$ cat src/hdl/adc_serial_defs.vh
// Purpose: Shared constants for the converter serial and mode control.
// Assumes: 40 MHz core clock; byte addresses are 6-bit register codes.
// Notes:   Include once; definitions only.
`ifndef ADC_SERIAL_DEFS_VH
`define ADC_SERIAL_DEFS_VH

// Communications byte layout
`define COMM_READ_BIT    6
// Register codes (bit 0 selects the channel where paired)
`define ADDR_STATUS      6'h04
`define ADDR_DATA0       6'h08
`define ADDR_CHSTAT0     6'h20
`define ADDR_ZS_ADC      6'h28
`define ADDR_ZS_CH0      6'h30
`define ADDR_FS_CH0      6'h32
`define ADDR_MODE0       6'h38
// Mode byte fields
`define MODE_FIELD_MSB   7
`define MODE_FIELD_LSB   5
`define MODE_DUMP_BIT    3
`define MODE_WIDE_BIT    1
// Operating mode codes
`define OPM_IDLE         3'h0
`define OPM_CONT         3'h1
`define OPM_SINGLE       3'h2
`define OPM_STANDBY      3'h3
`define OPM_ZS_SELF      3'h4
`define OPM_RESERVED     3'h5
`define OPM_CH_ZS        3'h6
`define OPM_CH_FS        3'h7
// Transfer lengths in bits
`define LEN_BYTE         6'h08
`define LEN_HALF         6'h10
`define LEN_WORD24       6'h18
`define LEN_DUMP         6'h08
// Serial reset: run of ones that resets the device
`define RESET_ONES       6'h20
// Timing
`define CLK_PERIOD_NS    25
`define CONV_TIME_NS     100000
`define CAL_TIME_NS      100000
`define CONV_CYCLES      (`CONV_TIME_NS / `CLK_PERIOD_NS)
`define CAL_CYCLES       (`CAL_TIME_NS / `CLK_PERIOD_NS)
`define TIMER_W          12

`endif

$ cat src/hdl/adc_serial_mode_control.v
// Purpose: Serial access, mode control and ready signalling of a
//          two-channel converter.
// Assumes: Host link sampled by clk; conv_result comes from the
//          decimation filter on clk.
// Notes:   SPI mode 3: input taken on SCLK rise, output moved on fall.
//
// How it works
// - Self zero-scale cal end: update, all ready, idle
// - Channel zero-scale cal end: update, all ready
// - Channel full-scale cal end: update, all ready
// - Chip select high: ignore link, release output
// - Ready pin falls on completion or data
// - Ready pin always driven, never released
// - Two-wire: host turns line; no continuous read
// - Thirty-two ones on data input reset device
// - Hardware reset pin resets to default state
// - Comms byte first, then one register access
// - Mode write clears status, raises ready pin
// - Single conversion: update data, idle, ready
// - Data read clears its channel's ready bit; pin rises if no bit is left set
// - Dump bit prefixes channel status to data
// - Three-bit mode field, idle by default
// - Single conversion ignores channel enable bits
`timescale 1ns/1ps
`include "adc_serial_defs.vh"

module adc_serial_mode_control (
    // Clock and hardware reset pin
    input  wire        clk,
    input  wire        arst_n,
    // Host serial link
    input  wire        sclk,
    input  wire        cs_n,
    input  wire        din,
    output reg         dout,
    output reg         dout_oe,
    // Ready pin
    output reg         rdy_n,
    // Filter result
    input  wire [23:0] conv_result,
    // Converter state
    output reg  [2:0]  operating_mode_field,
    output wire        conv_busy
);

    // Serial states
    localparam [1:0] ST_COMM = 2'h0;
    localparam [1:0] ST_WR   = 2'h1;
    localparam [1:0] ST_RD   = 2'h2;

    // Synchronisers
    reg        sclk_s1;           // First stage
    reg        sclk_s2;           // Second stage
    reg        sclk_d;            // Delayed for edges
    reg        cs_n_s1;           // First stage
    reg        cs_n_s2;           // Second stage
    reg        din_s1;            // First stage
    reg        din_s2;            // Second stage
    wire       sclk_rise;         // Input sample point
    wire       sclk_fall;         // Output update point
    wire       selected;          // Chip select low

    // Serial engine
    reg [1:0]  st;                // Transaction phase
    reg [5:0]  bit_cnt;           // Bits in this phase
    reg [5:0]  xfer_len;          // Bits of the data phase
    reg [5:0]  addr;              // Addressed register
    reg [31:0] shreg;             // Shift register
    reg        rd_pending;        // Load on next fall
    reg [5:0]  ones_cnt;          // Run of ones seen
    reg        soft_rst;          // Serial reset pulse
    wire [7:0] in_byte;           // Byte with current bit

    // Mode register and ready state
    reg        dump;              // Status prefix enable
    reg        wide;              // 24-bit data reads
    reg        mode_ch;           // Channel of last mode write
    reg [1:0]  rdy_bits;          // Per-channel ready
    reg [1:0]  next_rdy;          // Ready after this cycle
    reg        mode_wr;           // Mode write commit
    reg        data_rd;           // Data register read
    reg [7:0]  mode_byte;         // Written mode value

    // Per-channel results and calibration
    reg [47:0] data_all;          // Data, 24 bits per channel
    reg [47:0] zs_all;            // Channel zero-scale cal
    reg [47:0] fs_all;            // Channel full-scale cal
    reg [23:0] zs_adc;            // Converter zero-scale cal

    // Read mux
    reg [31:0] rd_val;            // MSB-aligned read value
    reg [5:0]  rd_len;            // Read length in bits
    reg [23:0] sel_data;          // Addressed channel data
    reg [7:0]  sel_stat;          // Addressed channel status

    // Sequencer
    wire       seq_done;          // Operation finished
    wire [2:0] seq_mode;          // Which operation

    // Two flip-flops on every link pin before use
    always @(posedge clk or negedge arst_n) begin
        if (!arst_n) begin
            sclk_s1 <= 1'b1;
            sclk_s2 <= 1'b1;
            sclk_d  <= 1'b1;
            cs_n_s1 <= 1'b1;
            cs_n_s2 <= 1'b1;
            din_s1  <= 1'b0;
            din_s2  <= 1'b0;
        end else begin
            sclk_s1 <= sclk;
            sclk_s2 <= sclk_s1;
            sclk_d  <= sclk_s2;
            cs_n_s1 <= cs_n;
            cs_n_s2 <= cs_n_s1;
            din_s1  <= din;
            din_s2  <= din_s1;
        end
    end

    // Edges only count while selected
    assign selected  = ~cs_n_s2;
    assign sclk_rise = selected & sclk_s2 & ~sclk_d;
    assign sclk_fall = selected & ~sclk_s2 & sclk_d;
    assign in_byte   = {shreg[6:0], din_s2};

    // Addressed channel views
    always @* begin
        sel_data = addr[0] ? data_all[47:24] : data_all[23:0];
        sel_stat = {5'h00, sel_data[23], 1'b0, addr[0]};
    end

    // Read value and length by address
    always @* begin
        rd_val = 32'h00000000;
        rd_len = `LEN_BYTE;
        case (addr[5:1])
            `ADDR_STATUS >> 1: begin
                rd_val = {6'h00, rdy_bits, 24'h000000};
            end
            `ADDR_DATA0 >> 1, `ADDR_CHSTAT0 >> 1: begin
                if (dump) begin
                    // Status first, then data, whichever was addressed
                    rd_val = {sel_stat, sel_data};
                    rd_len = (wide ? `LEN_WORD24 : `LEN_HALF)
                             + `LEN_DUMP;
                end else if (addr[5:1] == (`ADDR_DATA0 >> 1)) begin
                    rd_val = {sel_data, 8'h00};
                    rd_len = wide ? `LEN_WORD24 : `LEN_HALF;
                end else begin
                    rd_val = {sel_stat, 24'h000000};
                end
            end
            `ADDR_ZS_ADC >> 1: begin
                rd_val = {zs_adc, 8'h00};
                rd_len = `LEN_WORD24;
            end
            `ADDR_ZS_CH0 >> 1: begin
                rd_val = {addr[0] ? zs_all[47:24] : zs_all[23:0], 8'h00};
                rd_len = `LEN_WORD24;
            end
            `ADDR_FS_CH0 >> 1: begin
                rd_val = {addr[0] ? fs_all[47:24] : fs_all[23:0], 8'h00};
                rd_len = `LEN_WORD24;
            end
            `ADDR_MODE0 >> 1: begin
                rd_val = {operating_mode_field, 1'b0, dump, 1'b0,
                          wide, 1'b0, 24'h000000};
            end
            default: begin
                rd_val = 32'h00000000;
            end
        endcase
        // A 16-bit dump read carries status, then data high bytes
        if (dump && !wide && (addr[5:1] == (`ADDR_DATA0 >> 1) ||
                addr[5:1] == (`ADDR_CHSTAT0 >> 1)))
            rd_val = {sel_stat, sel_data[23:8], 8'h00};
    end

    // Serial reset: a run of ones at any point while selected resets the device
    always @(posedge clk or negedge arst_n) begin
        if (!arst_n) begin
            ones_cnt <= 6'h00;
            soft_rst <= 1'b0;
        end else begin
            soft_rst <= 1'b0;
            if (soft_rst) begin
                ones_cnt <= 6'h00;
            end else if (sclk_rise) begin
                if (!din_s2) begin
                    ones_cnt <= 6'h00;
                end else if (ones_cnt == `RESET_ONES - 6'h01) begin
                    ones_cnt <= 6'h00;
                    soft_rst <= 1'b1;
                end else begin
                    ones_cnt <= ones_cnt + 6'h01;
                end
            end
        end
    end

    // Transaction engine: comms byte, then one register access
    always @(posedge clk or negedge arst_n) begin
        if (!arst_n) begin
            st         <= ST_COMM;
            bit_cnt    <= 6'h00;
            xfer_len   <= `LEN_BYTE;
            addr       <= 6'h00;
            shreg      <= 32'h00000000;
            rd_pending <= 1'b0;
            dout       <= 1'b0;
            dout_oe    <= 1'b0;
        end else if (soft_rst || !selected) begin
            // Deselect abandons any partial access
            st         <= ST_COMM;
            bit_cnt    <= 6'h00;
            rd_pending <= 1'b0;
            dout_oe    <= selected;
        end else begin
            dout_oe <= 1'b1;
            if (sclk_rise) begin
                case (st)
                    ST_COMM: begin
                        shreg[7:0] <= in_byte;
                        bit_cnt    <= bit_cnt + 6'h01;
                        if (bit_cnt == 6'h07) begin
                            // Comms byte picks the one next access
                            addr    <= in_byte[5:0];
                            bit_cnt <= 6'h00;
                            if (in_byte[`COMM_READ_BIT]) begin
                                st         <= ST_RD;
                                rd_pending <= 1'b1;
                            end else begin
                                st       <= ST_WR;
                                xfer_len <= `LEN_BYTE;
                            end
                        end
                    end
                    ST_WR: begin
                        shreg[7:0] <= in_byte;
                        bit_cnt    <= bit_cnt + 6'h01;
                        if (bit_cnt == xfer_len - 6'h01) begin
                            st      <= ST_COMM;
                            bit_cnt <= 6'h00;
                        end
                    end
                    ST_RD: begin
                        bit_cnt <= bit_cnt + 6'h01;
                        if (bit_cnt == xfer_len - 6'h01) begin
                            st      <= ST_COMM;
                            bit_cnt <= 6'h00;
                        end
                    end
                    default: begin
                        st <= ST_COMM;
                    end
                endcase
            end else if (sclk_fall && st == ST_RD) begin
                if (rd_pending) begin
                    // First fall after comms byte presents the MSB
                    shreg      <= rd_val;
                    dout       <= rd_val[31];
                    xfer_len   <= rd_len;
                    rd_pending <= 1'b0;
                end else begin
                    shreg <= {shreg[30:0], 1'b0};
                    dout  <= shreg[30];
                end
            end
        end
    end

    // Commit and read side effects
    always @* begin
        mode_wr   = sclk_rise && selected && !soft_rst && st == ST_WR &&
                    bit_cnt == xfer_len - 6'h01 &&
                    addr[5:1] == (`ADDR_MODE0 >> 1);
        mode_byte = in_byte;
        data_rd   = sclk_fall && st == ST_RD && rd_pending &&
                    !soft_rst && addr[5:1] == (`ADDR_DATA0 >> 1);
    end

    // Ready bits: events set, mode write and data read clear
    always @* begin
        next_rdy = rdy_bits;
        if (mode_wr)
            next_rdy = 2'b00;
        if (data_rd)
            next_rdy[addr[0]] = 1'b0;
        if (seq_done) begin
            case (seq_mode)
                `OPM_SINGLE: next_rdy[mode_ch] = 1'b1;
                `OPM_ZS_SELF: next_rdy = 2'b11;
                `OPM_CH_ZS: next_rdy = 2'b11;
                `OPM_CH_FS: next_rdy = 2'b11;
                default: next_rdy = next_rdy;
            endcase
        end
    end

    // Mode register, ready state and ready pin
    always @(posedge clk or negedge arst_n) begin
        if (!arst_n) begin
            operating_mode_field <= `OPM_IDLE;
            dump     <= 1'b0;
            wide     <= 1'b0;
            mode_ch  <= 1'b0;
            rdy_bits <= 2'b00;
            rdy_n    <= 1'b1;
        end else if (soft_rst) begin
            operating_mode_field <= `OPM_IDLE;
            dump     <= 1'b0;
            wide     <= 1'b0;
            mode_ch  <= 1'b0;
            rdy_bits <= 2'b00;
            rdy_n    <= 1'b1;
        end else begin
            rdy_bits <= next_rdy;
            // Pin low while any channel has news; always driven
            rdy_n    <= ~|next_rdy;
            if (mode_wr) begin
                operating_mode_field <=
                    mode_byte[`MODE_FIELD_MSB:`MODE_FIELD_LSB];
                dump    <= mode_byte[`MODE_DUMP_BIT];
                wide    <= mode_byte[`MODE_WIDE_BIT];
                mode_ch <= addr[0];
            end else if (seq_done) begin
                // Timed operations fall back to idle
                operating_mode_field <= `OPM_IDLE;
            end
        end
    end

    // Per-channel result and calibration registers
    genvar ch;
    generate
        for (ch = 0; ch < 2; ch = ch + 1) begin : g_chan
            always @(posedge clk or negedge arst_n) begin
                if (!arst_n) begin
                    data_all[ch*24 +: 24] <= 24'h000000;
                    zs_all[ch*24 +: 24]   <= 24'h000000;
                    fs_all[ch*24 +: 24]   <= 24'h000000;
                end else if (seq_done && mode_ch == ch) begin
                    // Enable bits are not consulted here
                    if (seq_mode == `OPM_SINGLE)
                        data_all[ch*24 +: 24] <= conv_result;
                    if (seq_mode == `OPM_CH_ZS)
                        zs_all[ch*24 +: 24] <= conv_result;
                    if (seq_mode == `OPM_CH_FS)
                        fs_all[ch*24 +: 24] <= conv_result;
                end
            end
        end
    endgenerate

    // Converter zero-scale calibration register
    always @(posedge clk or negedge arst_n) begin
        if (!arst_n)
            zs_adc <= 24'h000000;
        else if (seq_done && seq_mode == `OPM_ZS_SELF)
            zs_adc <= conv_result;
    end

    // Conversion and calibration timing
    conv_sequencer u_seq (
        .clk        (clk),
        .arst_n     (arst_n),
        .soft_rst   (soft_rst),
        .start      (mode_wr),
        .start_mode (mode_byte[`MODE_FIELD_MSB:`MODE_FIELD_LSB]),
        .busy       (conv_busy),
        .done       (seq_done),
        .done_mode  (seq_mode)
    );

endmodule

$ cat src/hdl/conv_sequencer.v
// Purpose: Times one conversion or calibration and reports its end.
// Assumes: start is a one-cycle pulse from the serial control logic.
// Notes:   A new start while busy restarts the timer with the new mode, or stops it if that mode is untimed.
`timescale 1ns/1ps
`include "adc_serial_defs.vh"

module conv_sequencer (
    // Clock and reset
    input  wire                clk,
    input  wire                arst_n,
    input  wire                soft_rst,
    // Request
    input  wire                start,
    input  wire [2:0]          start_mode,
    // Progress
    output reg                 busy,
    output reg                 done,
    output reg  [2:0]          done_mode
);

    // Last cycle index of each timed operation
    localparam integer        CONV_LAST_I = `CONV_CYCLES - 1;
    localparam integer        CAL_LAST_I  = `CAL_CYCLES - 1;
    localparam [`TIMER_W-1:0] CONV_LAST   = CONV_LAST_I[`TIMER_W-1:0];
    localparam [`TIMER_W-1:0] CAL_LAST    = CAL_LAST_I[`TIMER_W-1:0];

    reg [2:0]          run_mode;      // Mode being timed
    reg [`TIMER_W-1:0] timer;         // Elapsed cycles
    reg                timed;         // Start code needs timing
    reg [`TIMER_W-1:0] last;          // Final count for run_mode

    // Only single conversion and the three calibrations are timed
    always @* begin
        case (start_mode)
            `OPM_SINGLE, `OPM_ZS_SELF, `OPM_CH_ZS, `OPM_CH_FS: timed = 1'b1;
            default: timed = 1'b0;
        endcase
        last = (run_mode == `OPM_SINGLE) ? CONV_LAST : CAL_LAST;
    end

    // Timer and completion pulse
    always @(posedge clk or negedge arst_n) begin
        if (!arst_n) begin
            busy      <= 1'b0;
            done      <= 1'b0;
            done_mode <= `OPM_IDLE;
            run_mode  <= `OPM_IDLE;
            timer     <= {`TIMER_W{1'b0}};
        end else if (soft_rst) begin
            // Serial reset aborts any operation
            busy      <= 1'b0;
            done      <= 1'b0;
            done_mode <= `OPM_IDLE;
            run_mode  <= `OPM_IDLE;
            timer     <= {`TIMER_W{1'b0}};
        end else begin
            done <= 1'b0;
            if (start) begin
                // Any mode write restarts or stops the timer
                busy     <= timed;
                run_mode <= start_mode;
                timer    <= {`TIMER_W{1'b0}};
            end else if (busy) begin
                if (timer == last) begin
                    busy      <= 1'b0;
                    done      <= 1'b1;
                    done_mode <= run_mode;
                end else begin
                    timer <= timer + 1'b1;
                end
            end
        end
    end

endmodule

$ cat config.mk
export PLATFORM = sky130hd
export DESIGN_NAME = adc_serial_mode_control
export DESIGN_NICKNAME = d
export VERILOG_FILES = /design/src/hdl/adc_serial_mode_control.v /design/src/hdl/conv_sequencer.v
export VERILOG_INCLUDE_DIRS = /design/src /design/src/hdl
export SDC_FILE = /design/constraint.sdc
export NUM_CORES = 1
export LEC_CHECK = 0
export ABC_AREA = 1
export ABC_CLOCK_PERIOD_IN_PS = 1900
export CAP_MARGIN = 20
export CORE_MARGIN = 2
export CORE_UTILIZATION = 58
export CTS_CLUSTER_SIZE = 25
export DETAILED_ROUTE_END_ITERATION = 10
export DONT_BUFFER_PORTS = 1
export HOLD_SLACK_MARGIN = 0.05
export PLACE_DENSITY_LB_ADDON = 0.2
export SETUP_SLACK_MARGIN = 0.15
export SLEW_MARGIN = 5
export SYNTH_ARGS = -nofsm -noshare
export SYNTH_HDL_FRONTEND = slang
export SYNTH_SLANG_ARGS = --single-unit
export TNS_END_PERCENT = 100
$ cat constraint.sdc
create_clock -name clk -period 1.9 [get_ports clk]
set_clock_uncertainty 0.15 [all_clocks]
set_input_delay 0.285 -clock clk [delete_from_list [all_inputs] [get_ports clk]]
set_output_delay 0.285 -clock clk [all_outputs]
set_load 0.005 [all_outputs]
# [Word level (Yosys, flattened, before mapping)]
# Index checks and enable logic that the tools add are counted.
[totals] word_cells=231 reg_bits=265 output_inout_bits=7 in_bits=29
[op_classes] eq_ne=32 magnitude_cmp=4 n_addsub=5 n_reduce_logical=55 n_bitwise=13 muxes=86
[ops] cell="$pmux W32 S6" count=1
[ops] cell="$mux W32" count=3
[ops] cell="$mux W6" count=15
[ops] cell="$mux W24" count=3
[ops] cell="$mux W12" count=4
[ops] cell="$mux W31" count=1
[ops] cell="$mux W1" count=30
[ops] cell="$mux W3" count=9
[ops] cell="$eq A5 B5 Y1 const B" count=5
[ops] cell="$mux W8" count=3
[ops] cell="$pmux W6 S2" count=2
[ops] cell="$eq A3 B3 Y1 const B" count=6
[ops] cell="$mux W2" count=9
[ops] cell="$logic_and A1 B1 Y1" count=16
[ops] cell="$reduce_and A2 Y1" count=8
[ops] cell="$reduce_bool A2 Y1" count=7
[ops] cell="$add A12 B1 Y12 const B" count=1
[ops] cell="$add A6 B1 Y6 const B" count=2
[ops] cell="$eq A12 B12 Y1 const B" count=1
[ops] cell="$ne A3 B1 Y1 const B" count=4
[ops] cell="$reduce_and A3 Y1" count=4
[ops] cell="$reduce_bool A3 Y1" count=4
[ops] cell="$pmux W2 S2" count=2
[ops] cell="$reduce_and A4 Y1" count=2
[ops] cell="other kinds (30)" count=53

# [Depth between registers and ports, before layout]
# Gate-level depths: netlist of the first run.
[logic_depth] word_depth=17 mapped_depth=13 mapped_depth_nobuf=12

# [Cells and area by module]
# A second synthesis of the first run with hierarchy kept.
[unflattened] cells_unflattened=1671 area_unflattened_um2=12873.6
[modules_own_cells] mod="adc_serial_mode_control" cells_each=1521 area_per_inst_um2=11695.0 seq_area_each_um2=6064.6 n_inst=1
[modules_own_cells] mod="conv_sequencer" cells_each=150 area_per_inst_um2=1178.6 seq_area_each_um2=500.5 n_inst=1

# [Worst setup path before layout of the first run]
# No wires, ideal clock.
[synth_path] kind="reg-to-reg" start="reg xfer_len[3]" end="reg u_seq.timer[0]" path_slack_ps=-151 required_time_ps=1632 path_stages_with_launch=13 arrival_time_ps=1783 synth_period_minus_slack_ps=2051 setup_ps=118 path_buffers=1 path_cell_list="dfstp_2 -> inv_1 -> ha_1 -> nor2_1 -> nor2_1 -> nand2_1 -> nor2_2 -> nand4_4 -> nand2_4 -> inv_2 -> buf_6 -> nand3_1 -> nand2_1"
[synth_between] elab_chain_len=6 elab_cells_between_ends=9 classes_between="1 x add/sub; 2 x eq/ne; 2 x mux; 4 x reduce/logical"
[synth_rtl] element="start, declared" line="adc_serial_mode_control.v:66" source="reg [5:0] xfer_len;"
[synth_rtl] element="start signal, assigned" line="adc_serial_mode_control.v:207" source="xfer_len <= `LEN_BYTE;"
[synth_rtl] element="start signal, assigned" line="adc_serial_mode_control.v:235" source="xfer_len <= `LEN_BYTE;"
[synth_rtl] element="start signal, assigned" line="adc_serial_mode_control.v:263" source="xfer_len <= rd_len;"
[synth_rtl] element="$sub A6 B1 Y6 (*)" line="adc_serial_mode_control.v:276" source="bit_cnt == xfer_len - 6'h01 &&"
[synth_rtl] element="$eq A6 B6 Y1 (*)" line="adc_serial_mode_control.v:276"
[synth_rtl] element="$logic_and A1 B1 Y1 (*) (2 in series)" line="adc_serial_mode_control.v:275" source="mode_wr = sclk_rise && selected && !soft_rst && st == ST_WR &&"
[synth_rtl] element="$ne A3 B3 Y1 (no source line), or another cell as far along"
[synth_rtl] element="$reduce_and A2 Y1 (no source line) or $mux W12 (tied branches)"
[synth_rtl] element="end signal, assigned" line="conv_sequencer.v:48" source="timer <= {`TIMER_W{1'b0}};"
[synth_rtl] element="end signal, assigned" line="conv_sequencer.v:55" source="timer <= {`TIMER_W{1'b0}};"
[synth_rtl] element="end signal, assigned" line="conv_sequencer.v:62" source="timer <= {`TIMER_W{1'b0}};"
[synth_rtl] element="end, declared" line="conv_sequencer.v:28" source="reg [`TIMER_W-1:0] timer;"
# Every way passes the cells marked *; elsewhere a longest branch is shown, timed or not.
# A chain may end at the register's enable or synchronous reset.

# [Final worst setup path of the first run]
[layout_path] start="reg xfer_len[3]" end="reg u_seq.timer[8]"
# The elaborated chain is that of the path after synthesis.

==> flow_metrics.py, run 1 <==
metrics = {
    "detailed_routing": {
        "ant_nets": 0,
        "wl_per_cell_um": 18.62,
        "via_count": 11752,
        "dr.pass1.iters": 6,
        "drc": 0,
        "wl_um": 38240,
        "drt_iter0_markers": 1279,
        "viasPerCell": 5.724,
    },
    "placed_design": {
        "gp_routability_congestion": 0.9018,
        "numPortBuffers": 0,
        "placed_area_mm2": 0.01343,
        "hpwl_um": 21100,
    },
    "timing": {
        "period_share": 1.045,
        "relSlewSlack": 0.3887,
        "fmax_mhz": 503.6,
        "fin_crit_ns": 1.986,
        "report.final.slew_viol_count": 0,
        "finalSetupViolCount": 41,
        "final.setup.worst_slack_ns": -0.08583,
        "worst_slew_pin_slew_ns": 0.9159,
        "hold_violations": 262,
        "rsz0062_at_grt": "true",
        "timing.hold.ws_ns": -0.7106,
    },
    "cells_and_area": {
        "design_area_mm2": 0.01637,
        "final_util": 0.7524,
        "area_delta_synth_final_pct": 27.99,
        "layout.nets": 1789,
        "layout_common_cells": "511 x nand2_1, 250 x dfrtp_1, 144 x o21ai_0, 131 x inv_1, 111 x nor2_1",
        "antenna_cells": 0,
        "layout-drive-gt1-share": 0.2155,
        "layout_commonest_cell": "nand2_1",
    },
    "pwr": {
        "irDropWorstVdd_uv": 869.4,
        "p_leak_nw": 7.759,
        "power.density_mw_per_mm2": 761.4,
        "p_total_mw": 12.46,
    },
    "cts": {
        "clockRootBuffer": "clkbuf_16",
        "htree_num_levels": 1,
        "cts_tree": "built",
        "clock-sinks": 262,
        "numCtsBuffers": 28,
        "clkSlewWorstSetupHoldPaths_ns": 0.06,
        "insertion_delay_ns": 0.55,
        "cts_hold_buf": 27,
        "cts_buffer_depth": 3,
    },
    "worst_setup_path": {
        "crit_path_end_kind": "flip-flop",
        "cp_data_required_time_ns": 2.18,
        "rrSetupSlack_ns": -0.09,
        "critPathKind": "flip-flop to flip-flop",
        "critPathMaxFanout": 16,
        "worst_ep_arrival_time_ns": 2.27,
        "cp-start-kind": "flip-flop",
    },
    "synthesis": {
        "syn_avg_cell_area_um2": 7.737,
        "synth_area_mm2": 0.01279,
        "synth-seq-cells": 262,
        "synthFlopType": "dfrtp_1",
        "seq_area_frac_synth": 0.5134,
        "yosys_warnings": 0,
        "synth_edf_count": 0,
        "synth_cell_types": 47,
        "synth_nets": 1689,
        "syn_inst": 1653,
        "synthArstFlopShare": 1.000,
    },
    "floorplan": {
        "coreArea_mm2": 0.02176,
        "die_area_mm2": 0.02325,
        "die_h_um": 152.5,
        "die_x_um": 152.5,
        "top_level_ports": 36,
        "rows": 54,
        "start_util": 0.5878,
    },
    "global_route": {
        "grt_start_max_net_pins": 263,
        "grt_pass1_vias": 10904,
        "grt_pass1_wl_um": 56810,
        "overflow": 0,
        "grt_util_all_layers": 0.3006,
        "antenna_found_initial": 0,
    },
    "worst_hold_path": {
        "hold_path_class": "primary input to async pin",
    },
    "run": {
        "drv_cap": 0,
    },
    "status": {
        "status": "finished, violations left",
        "violations": "hold timing, setup timing",
    },
}
metal layers:
| metal | track usage | routed length (um) |
|---|---|---|
| met2 | 0.4856 | 18060 |
| met5 | 0 | 0 |
| met1 | 0.4203 | 15540 |
| met4 | 0.1005 | 1332 |
| met3 | 0.04778 | 3308 |
cells by family (layout without fill, tap and decap cells):
logic type                 after synthesis  after routing  synth area share
adders and majority gates                7              7          0.006848
buffers and inverters                  226            345           0.07573
DFF                                    262            262            0.5134
and+or+nand+nor                        850            851            0.2749
AOI/OAI and AO/OA                      298            298            0.1222
muxes                                    1              1         0.0007827
xor gates and xnor gates                 9              9          0.006164
timing repair:
action,CTS,global route
gates resized for setup,121,177
setup buffers,14,29
hold endpoints to repair,433,262
gates cloned,6,11
endpoints found under the setup margin,76,119
pin swaps,49,77
cell type report:
cell class                      count  area [um^2]
Sequential cell                   262         6574
Multi-Input combinational cell   1166         6043
Fill cell                        1496         5388
Timing Repair Buffer              146         1822
Clock buffer                       43        878.3
Inverter                          149        588.1
Tap cell                          280        350.3
Clock inverter                      7        112.6
where the power goes:
group	internal, mW	switching (mW)	total [mW]
Clock	3.56	2.25	5.81
Combinational	0.377	0.473	0.850
Sequential	5.68	0.124	5.80
Total	9.62	2.84	12.5
registers in the layout, indices dropped and copies added, names as in the netlist, 12 cells and up:
name         cells
data_all        48
fs_all          48
zs_all          48
shreg           31
zs_adc          24
u_seq.timer     12
worst max-delay path: stages (launching register included):
cell and delay (ns):
dfstp_2 0.53, inv_2 0.05, ha_4 0.26, nor2_2 0.03
nor2_1 0.10, nand2_1 0.09, nor2_4 0.14, nand4_4 0.13
nand2_4 0.16, inv_8 0.07, and3_1 0.15
path summary, 6_finish.rpt:
path | depth (start not counted) | endpoint | from
max | 10 | u_seq.timer[8]$_DFFE_PN0P_ | xfer_len[3]$_DFFE_PN1P_
max in group asynchronous | 0 | addr[5]$_DFFE_PN0P_ | arst_n
min | 0 | dout_oe$_DFF_PN0_ | arst_n
min reg2reg | 0 | din_s2$_DFF_PN0_ | din_s1$_DFF_PN0_
max reg2reg | 10 | u_seq.timer[8]$_DFFE_PN0P_ | xfer_len[3]$_DFFE_PN1P_
min in group clk | 1 | sclk_s1$_DFF_PN1_ | sclk
synth_stat cells (2+ instances only):
cell | n | area (um^2)
nand2_1 | 568 | 2132
dfrtp_1 | 255 | 6381
o21ai_0 | 177 | 885.9
nor2_1 | 148 | 555.5
inv_1 | 141 | 529.3
a21oi_1 | 90 | 450.4
nand3_1 | 71 | 355.3
buf_2 | 30 | 150.1
clkbuf_1 | 30 | 112.6
nand4_1 | 22 | 137.6
nor3_1 | 11 | 55.05
buf_4 | 10 | 75.07
a22oi_1 | 8 | 60.06
dfstp_2 | 7 | 183.9
ha_1 | 7 | 87.58
inv_2 | 7 | 26.28
nor2_4 | 7 | 78.83
xor2_1 | 7 | 61.31
buf_6 | 6 | 67.56
o22ai_1 | 6 | 37.54
or2_2 | 6 | 37.54
a21boi_1 | 4 | 30.03
nor2_2 | 4 | 25.02
nand2_2 | 3 | 18.77
o211ai_1 | 3 | 22.52
a21boi_0 | 2 | 15.01
o21ai_1 | 2 | 10.01
xnor2_1 | 2 | 17.52
per-stage QoR:
stage / setup WS [ns] / std cells / TNS [ns] / hold slack [ns]
after detailed placement: -0.08014 / 1916 / -0.7101 / -0.1528
after global placement: -0.05511 / 1916 / -0.3859 / -0.1522
final: -0.08583 / 2053 / -1.683 / -0.7106
after global routing: -0.1455 / 2053 / -5.046 / -0.7258
after floorplan: -0.07381 / 1653 / -0.5364 / -0.1606
after CTS: -0.06211 / 2013 / -0.6068 / -0.7241
Note: power is estimated with default switching activity, not from simulation.
==> run 2: changes to the inputs <==
--- a/config.mk
+++ b/config.mk
@@ -9,8 +9,11 @@
 export ABC_AREA = 1
 export ABC_CLOCK_PERIOD_IN_PS = 1900
 export CAP_MARGIN = 20
+export CELL_PAD_IN_SITES_DETAIL_PLACEMENT = 0
+export CELL_PAD_IN_SITES_GLOBAL_PLACEMENT = 1
 export CORE_MARGIN = 2
-export CORE_UTILIZATION = 58
+export CORE_UTILIZATION = 43
+export CTS_CLUSTER_DIAMETER = 40
 export CTS_CLUSTER_SIZE = 25
 export DETAILED_ROUTE_END_ITERATION = 10
 export DONT_BUFFER_PORTS = 1
==> flow_metrics.py, run 2 (synthesized netlist as in run 1, its figures left out) <==
metrics = {
    "placed_design": {
        "dp.cells": 2036,
        "hpwl_um": 23000,
        "numPortBuffers": 0,
        "gp_routability_congestion": 0.8360,
    },
    "detailed_routing": {
        "wl_um": 42440,
        "dr.pass1.iters": 5,
        "viasPerCell": 5.207,
        "drt_iter0_markers": 882,
        "drc": 0,
        "ant_nets": 0,
        "wl_per_cell_um": 18.92,
        "via_count": 11680,
    },
    "cells_and_area": {
        "layout-drive-gt1-share": 0.2842,
        "layout_common_cells": "465 x nand2_1, 249 x dfrtp_1, 132 x o21ai_0, 130 x inv_1, 107 x nor2_1",
        "area_delta_synth_final_pct": 42.32,
        "fillers": 2558,
        "layoutNonFillerInstCount": 2243,
        "layout_commonest_cell": "nand2_1",
        "reg_top3": "data_all (48), fs_all (48), zs_all (48)",
        "final_util": 0.6174,
        "layout.nets": 1851,
    },
    "timing": {
        "worst_slew_pin_slew_ns": 0.8816,
        "fin_crit_ns": 2.003,
        "fmax_mhz": 499.4,
        "finalSetupViolCount": 58,
        "final.setup.worst_slack_ns": -0.1025,
        "report.final.slew_viol_count": 0,
        "hold_violations": 262,
        "timing.hold.ws_ns": -0.7016,
        "rsz0062_at_grt": "true",
        "relSlewSlack": 0.4116,
        "period_share": 1.054,
    },
    "cts": {
        "clockRootBuffer": "clkbuf_16",
        "htree_num_levels": 2,
        "clkSlewWorstSetupHoldPaths_ns": 0.06,
        "cts_tree": "built",
        "cts_buffer_depth": 3,
        "clock-sinks": 262,
        "cts_hold_buf": 27,
        "insertion_delay_ns": 0.55,
        "numCtsBuffers": 46,
    },
    "floorplan": {
        "die_area_mm2": 0.03114,
        "top_level_ports": 36,
        "rows": 63,
        "coreArea_mm2": 0.02948,
        "die_x_um": 176.5,
        "die_h_um": 176.5,
        "start_util": 0.4338,
    },
    "status": {
        "status": "finished, violations left",
        "violations": "hold timing, setup timing",
    },
    "pwr": {
        "swShare": 0.2420,
        "pwr-share-clk": 0.554,
        "intPower_mw": 11.60,
        "power.switching_mw": 3.705,
        "irDropWorstVdd_uv": 679.0,
        "power.density_mw_per_mm2": 841.2,
        "p_leak_nw": 8.442,
        "power_frac_comb": 0.068,
        "seq_power_share": 0.377,
    },
    "worst_setup_path": {
        "cp-start-kind": "flip-flop",
        "crit_path_end_kind": "flip-flop",
        "reg2reg_depth": 14,
        "cp_data_required_time_ns": 2.23,
        "r2r_start": "addr[2]$_DFFE_PN0P_",
        "critPathMaxFanout": 5,
        "cp-startpoint": "addr[2]$_DFFE_PN0P_",
        "endpoint": "shreg[9]$_DFFE_PN0P_",
        "rrSetupSlack_ns": -0.10,
        "critPathKind": "flip-flop to flip-flop",
        "r2r_end": "shreg[9]$_DFFE_PN0P_",
        "worst_ep_arrival_time_ns": 2.33,
    },
    "global_route": {
        "grt_pass1_vias": 11270,
        "grt_start_max_net_pins": 263,
        "overflow": 0,
        "antenna_found_initial": 1,
        "grt_pass1_wl_um": 64190,
        "grt_util_all_layers": 0.2654,
    },
    "worst_hold_path": {
        "hold_path_class": "primary input to async pin",
    },
    "run": {
        "drv_cap": 0,
    },
}
## run 2: cell count changes in the layout (fill, tap and decap cells not counted), moves of 12 or more
cell	delta
buf_4	+14
nand2_4	+36
nand2_1	-46
nand3_1	-13
clkbuf_16	+17
nand3_2	+12
buf_16	+15
o21ai_0	-12
## run 2: critical path, stage by stage (launching register included)
cell and delay, ns:
dfrtp_2 0.45, nor2_4 0.21, nand2_4 0.11, nor2_4 0.17, buf_6 0.12, buf_12 0.11
buf_16 0.14, nand2_4 0.05, nand2_2 0.06, nor2_2 0.04, nand2_1 0.08, nand2_1 0.06
nand2_1 0.06, nand2_1 0.06, nand2_1 0.08
## run 2: per-stage QoR
step           worst slack (ns)  instance area [um^2]  total power, mW  TNS, ns  hold WS [ns]
6_report                -0.1025                 18200            15.31   -2.105       -0.7016
3_5_place_dp           -0.06942                 13680            6.411  -0.9720       -0.1535
2_1_floorplan          -0.07381                 12820            6.198  -0.5364       -0.1606
5_1_grt                 -0.1789                 18200            15.77   -8.398       -0.7174
4_1_cts                -0.06625                 17160            15.25  -0.8418       -0.7179
3_3_place_gp           -0.03555                 13680            6.401  -0.1901       -0.1548
## run 2: how the worst min path moves through the flow
stage / slack [ns] / start / depth (start not counted) / end
2_1_floorplan: -0.16 / arst_n / 0 / addr[0]$_DFFE_PN0P_
3_3_place_gp: -0.15 / arst_n / 0 / bit_cnt[0]$_DFFE_PN0P_
3_5_place_dp: -0.15 / arst_n / 0 / bit_cnt[1]$_DFFE_PN0P_
4_1_cts: -0.72 / arst_n / 0 / bit_cnt[1]$_DFFE_PN0P_
5_1_grt: -0.72 / arst_n / 0 / bit_cnt[1]$_DFFE_PN0P_
6_report: -0.70 / arst_n / 0 / bit_cnt[1]$_DFFE_PN0P_
## run 2: metal layers
| layer | GRT usage | vias up | part of all wire |
|---|---|---|---|
| met5 | 0 | - | 0 |
| met4 | 0.09573 | 0 | 0.039 |
| met3 | 0.03876 | 97 | 0.055 |
| met2 | 0.4155 | 323 | 0.46 |
| met1 | 0.3759 | 5643 | 0.44 |
| li1 | - | 5617 | - |
## run 2: power by group through the flow
stage / Sequential, mW / Clock, mW / Combinational (mW)
3_5_place_dp: 5.86 / 0 / 0.549
4_1_cts: 5.77 / 8.59 / 0.888
6_report: 5.78 / 8.49 / 1.05
3_3_place_gp: 5.86 / 0 / 0.541
2_1_floorplan: 5.84 / 0 / 0.360
5_1_grt: 5.78 / 8.86 / 1.12
## run 2: final cells by class
| cell class | count | area, um^2 | share of cell area |
|---|---|---|---|
| clock buffers | 55 | 1246 | 0.06847 |
| clock inverters | 29 | 341.6 | 0.01877 |
| inverters | 149 | 581.8 | 0.03197 |
| repair buffers | 190 | 2555 | 0.1404 |
| diodes | 2 | 5.005 | 0.0002750 |
| well taps | 390 | 488.0 | 0.02681 |
| multi-input cells | 1166 | 6407 | 0.3521 |
| flip-flops and latches | 262 | 6575 | 0.3613 |
## run 2: repair_timing
| item | in CTS | in global routing |
|---|---|---|
| gates resized for setup | 232 | 184 |
| endpoints found under the setup margin | 97 | 119 |
| pin swaps | 107 | 108 |
| cloned | 20 | 8 |
| buffers inserted | 42 | 24 |
| hold endpoints to repair | 433 | 262 |
==> run 3: changes to the inputs <==
--- a/config.mk
+++ b/config.mk
@@ -18,6 +18,7 @@
 export DETAILED_ROUTE_END_ITERATION = 10
 export DONT_BUFFER_PORTS = 1
 export HOLD_SLACK_MARGIN = 0.05
+export MAX_ROUTING_LAYER = met4
 export PLACE_DENSITY_LB_ADDON = 0.2
 export SETUP_SLACK_MARGIN = 0.15
 export SLEW_MARGIN = 5
==> flow_metrics.py, run 3 (synthesized netlist as in run 1, its figures left out) <==
metrics = {
    "floorplan": {
        "die_x_um": 176.5,
        "rows": 63,
        "die_area_mm2": 0.03114,
        "die_h_um": 176.5,
        "start_util": 0.4338,
        "top_level_ports": 36,
        "coreArea_mm2": 0.02948,
    },
    "pwr": {
        "irDropWorstVdd_uv": 680.9,
        "power.density_mw_per_mm2": 842.2,
        "p_leak_nw": 8.422,
        "p_total_mw": 15.28,
    },
    "cells_and_area": {
        "layout-drive-gt1-share": 0.2829,
        "final_util": 0.6155,
        "reg_top3": "data_all (48), fs_all (48), zs_all (48)",
        "layout_common_cells": "464 x nand2_1, 249 x dfrtp_1, 132 x o21ai_0, 130 x inv_1, 111 x nor2_1",
        "layout.nets": 1849,
        "layout_commonest_cell": "nand2_1",
        "antenna_cells": 0,
        "layoutNonFillerInstCount": 2239,
        "area_delta_synth_final_pct": 41.89,
    },
    "status": {
        "status": "finished, violations left",
        "violations": "hold timing, setup timing",
    },
    "timing": {
        "worst_slew_pin_slew_ns": 0.9204,
        "timing.hold.ws_ns": -0.7016,
        "finalSetupViolCount": 51,
        "report.final.slew_viol_count": 0,
        "hold_violations": 262,
        "fmax_mhz": 503.0,
        "final.setup.worst_slack_ns": -0.08795,
        "fin_crit_ns": 1.988,
        "period_share": 1.046,
        "rsz0062_at_grt": "true",
        "relSlewSlack": 0.3864,
    },
    "global_route": {
        "antenna_found_initial": 0,
        "grt_util_all_layers": 0.2732,
        "grt_pass1_vias": 11264,
        "overflow": 0,
        "grt_start_max_net_pins": 263,
        "grt_pass1_wl_um": 64150,
    },
    "worst_setup_path": {
        "cp-start-kind": "flip-flop",
        "r2r_start": "xfer_len[3]$_DFFE_PN1P_",
        "endpoint": "dump$_DFFE_PN0P_",
        "cp-startpoint": "xfer_len[3]$_DFFE_PN1P_",
        "critPathMaxFanout": 5,
        "reg2reg_depth": 10,
        "worst_ep_arrival_time_ns": 2.23,
        "critPathKind": "flip-flop to flip-flop",
        "r2r_end": "dump$_DFFE_PN0P_",
        "crit_path_end_kind": "flip-flop",
        "cp_data_required_time_ns": 2.14,
        "rrSetupSlack_ns": -0.09,
    },
    "placed_design": {
        "place_worst_setup_slack_ns": -0.06942,
        "dp.cells": 2036,
        "gp_routability_congestion": 0.8490,
        "hpwl_um": 23000,
        "numPortBuffers": 0,
    },
    "detailed_routing": {
        "ant_nets": 0,
        "wl_um": 42120,
        "dr.pass1.iters": 5,
        "wl_per_cell_um": 18.81,
        "viasPerCell": 5.191,
        "drt_iter0_markers": 855,
        "via_count": 11623,
        "drc": 0,
    },
    "cts": {
        "cts_tree": "built",
        "cts_buffer_depth": 3,
        "cts_hold_buf": 27,
        "clock-sinks": 262,
        "htree_num_levels": 2,
        "insertion_delay_ns": 0.55,
        "numCtsBuffers": 46,
        "clkSlewWorstSetupHoldPaths_ns": 0.05,
        "clockRootBuffer": "clkbuf_16",
    },
    "run": {
        "drv_cap": 0,
    },
    "worst_hold_path": {
        "hold_path_class": "primary input to async pin",
    },
}
## run 3: power by group
group          internal (mW)  total, mW  switching [mW]
Clock                   5.42       8.46            3.04
Sequential              5.69       5.78          0.0931
Combinational          0.492       1.04           0.549
## run 3: area by class of cell
| type | instances | area [um^2] |
|---|---|---|
| Clock buffer | 55 | 1246 |
| Clock inverter | 29 | 341.6 |
| Fill cell | 2566 | 11330 |
| Inverter | 149 | 581.8 |
| Multi-Input combinational cell | 1166 | 6381 |
| Sequential cell | 262 | 6575 |
| Tap cell | 390 | 488.0 |
| Timing Repair Buffer | 188 | 2532 |
## run 3: worst min-delay path by stage
stage	endpoint	slack (ns)	cells past startpoint
CTS	bit_cnt[1]$_DFFE_PN0P_	-0.72	0
global placement	bit_cnt[0]$_DFFE_PN0P_	-0.15	0
floorplan	addr[0]$_DFFE_PN0P_	-0.16	0
global route	bit_cnt[1]$_DFFE_PN0P_	-0.72	0
detailed placement	bit_cnt[1]$_DFFE_PN0P_	-0.15	0
finish	bit_cnt[1]$_DFFE_PN0P_	-0.70	0
## run 3: per-stage QoR
| step | TNS, ns | cell area [um^2] |
|---|---|---|
| after global routing | -7.976 | 18150 |
| final | -1.753 | 18150 |
| after floorplan | -0.5364 | 12820 |
| after CTS | -0.8418 | 17160 |
| after detailed placement | -0.9720 | 13680 |
| after global placement | -0.1901 | 13680 |
## run 3: routing by layer
metal	routed length [um]	GRT usage	vias to the layer above
li1	-	-	5613
met1	18700	0.3762	5600
met2	19620	0.4155	315
met3	2252	0.03768	95
met4	1544	0.09573	0
met5	0	-	-
## run 3: worst max-delay path: stages, from the launching register on
cell,delay (ns)
dfstp_2,0.53
inv_2,0.05
ha_4,0.25
nor2_1,0.04
nor2_1,0.09
nand2_1,0.09
nor2_4,0.14
nand4_4,0.14
nand2_4,0.13
buf_4,0.15
o22ai_1,0.08
## run 3: what timing repair did
item,4_1_cts,5_1_grt
resized for setup,232,175
buffers inserted,42,22
endpoints found under the hold margin,433,262
pin swaps,107,109
setup endpoints to repair,97,119
cloned,20,8
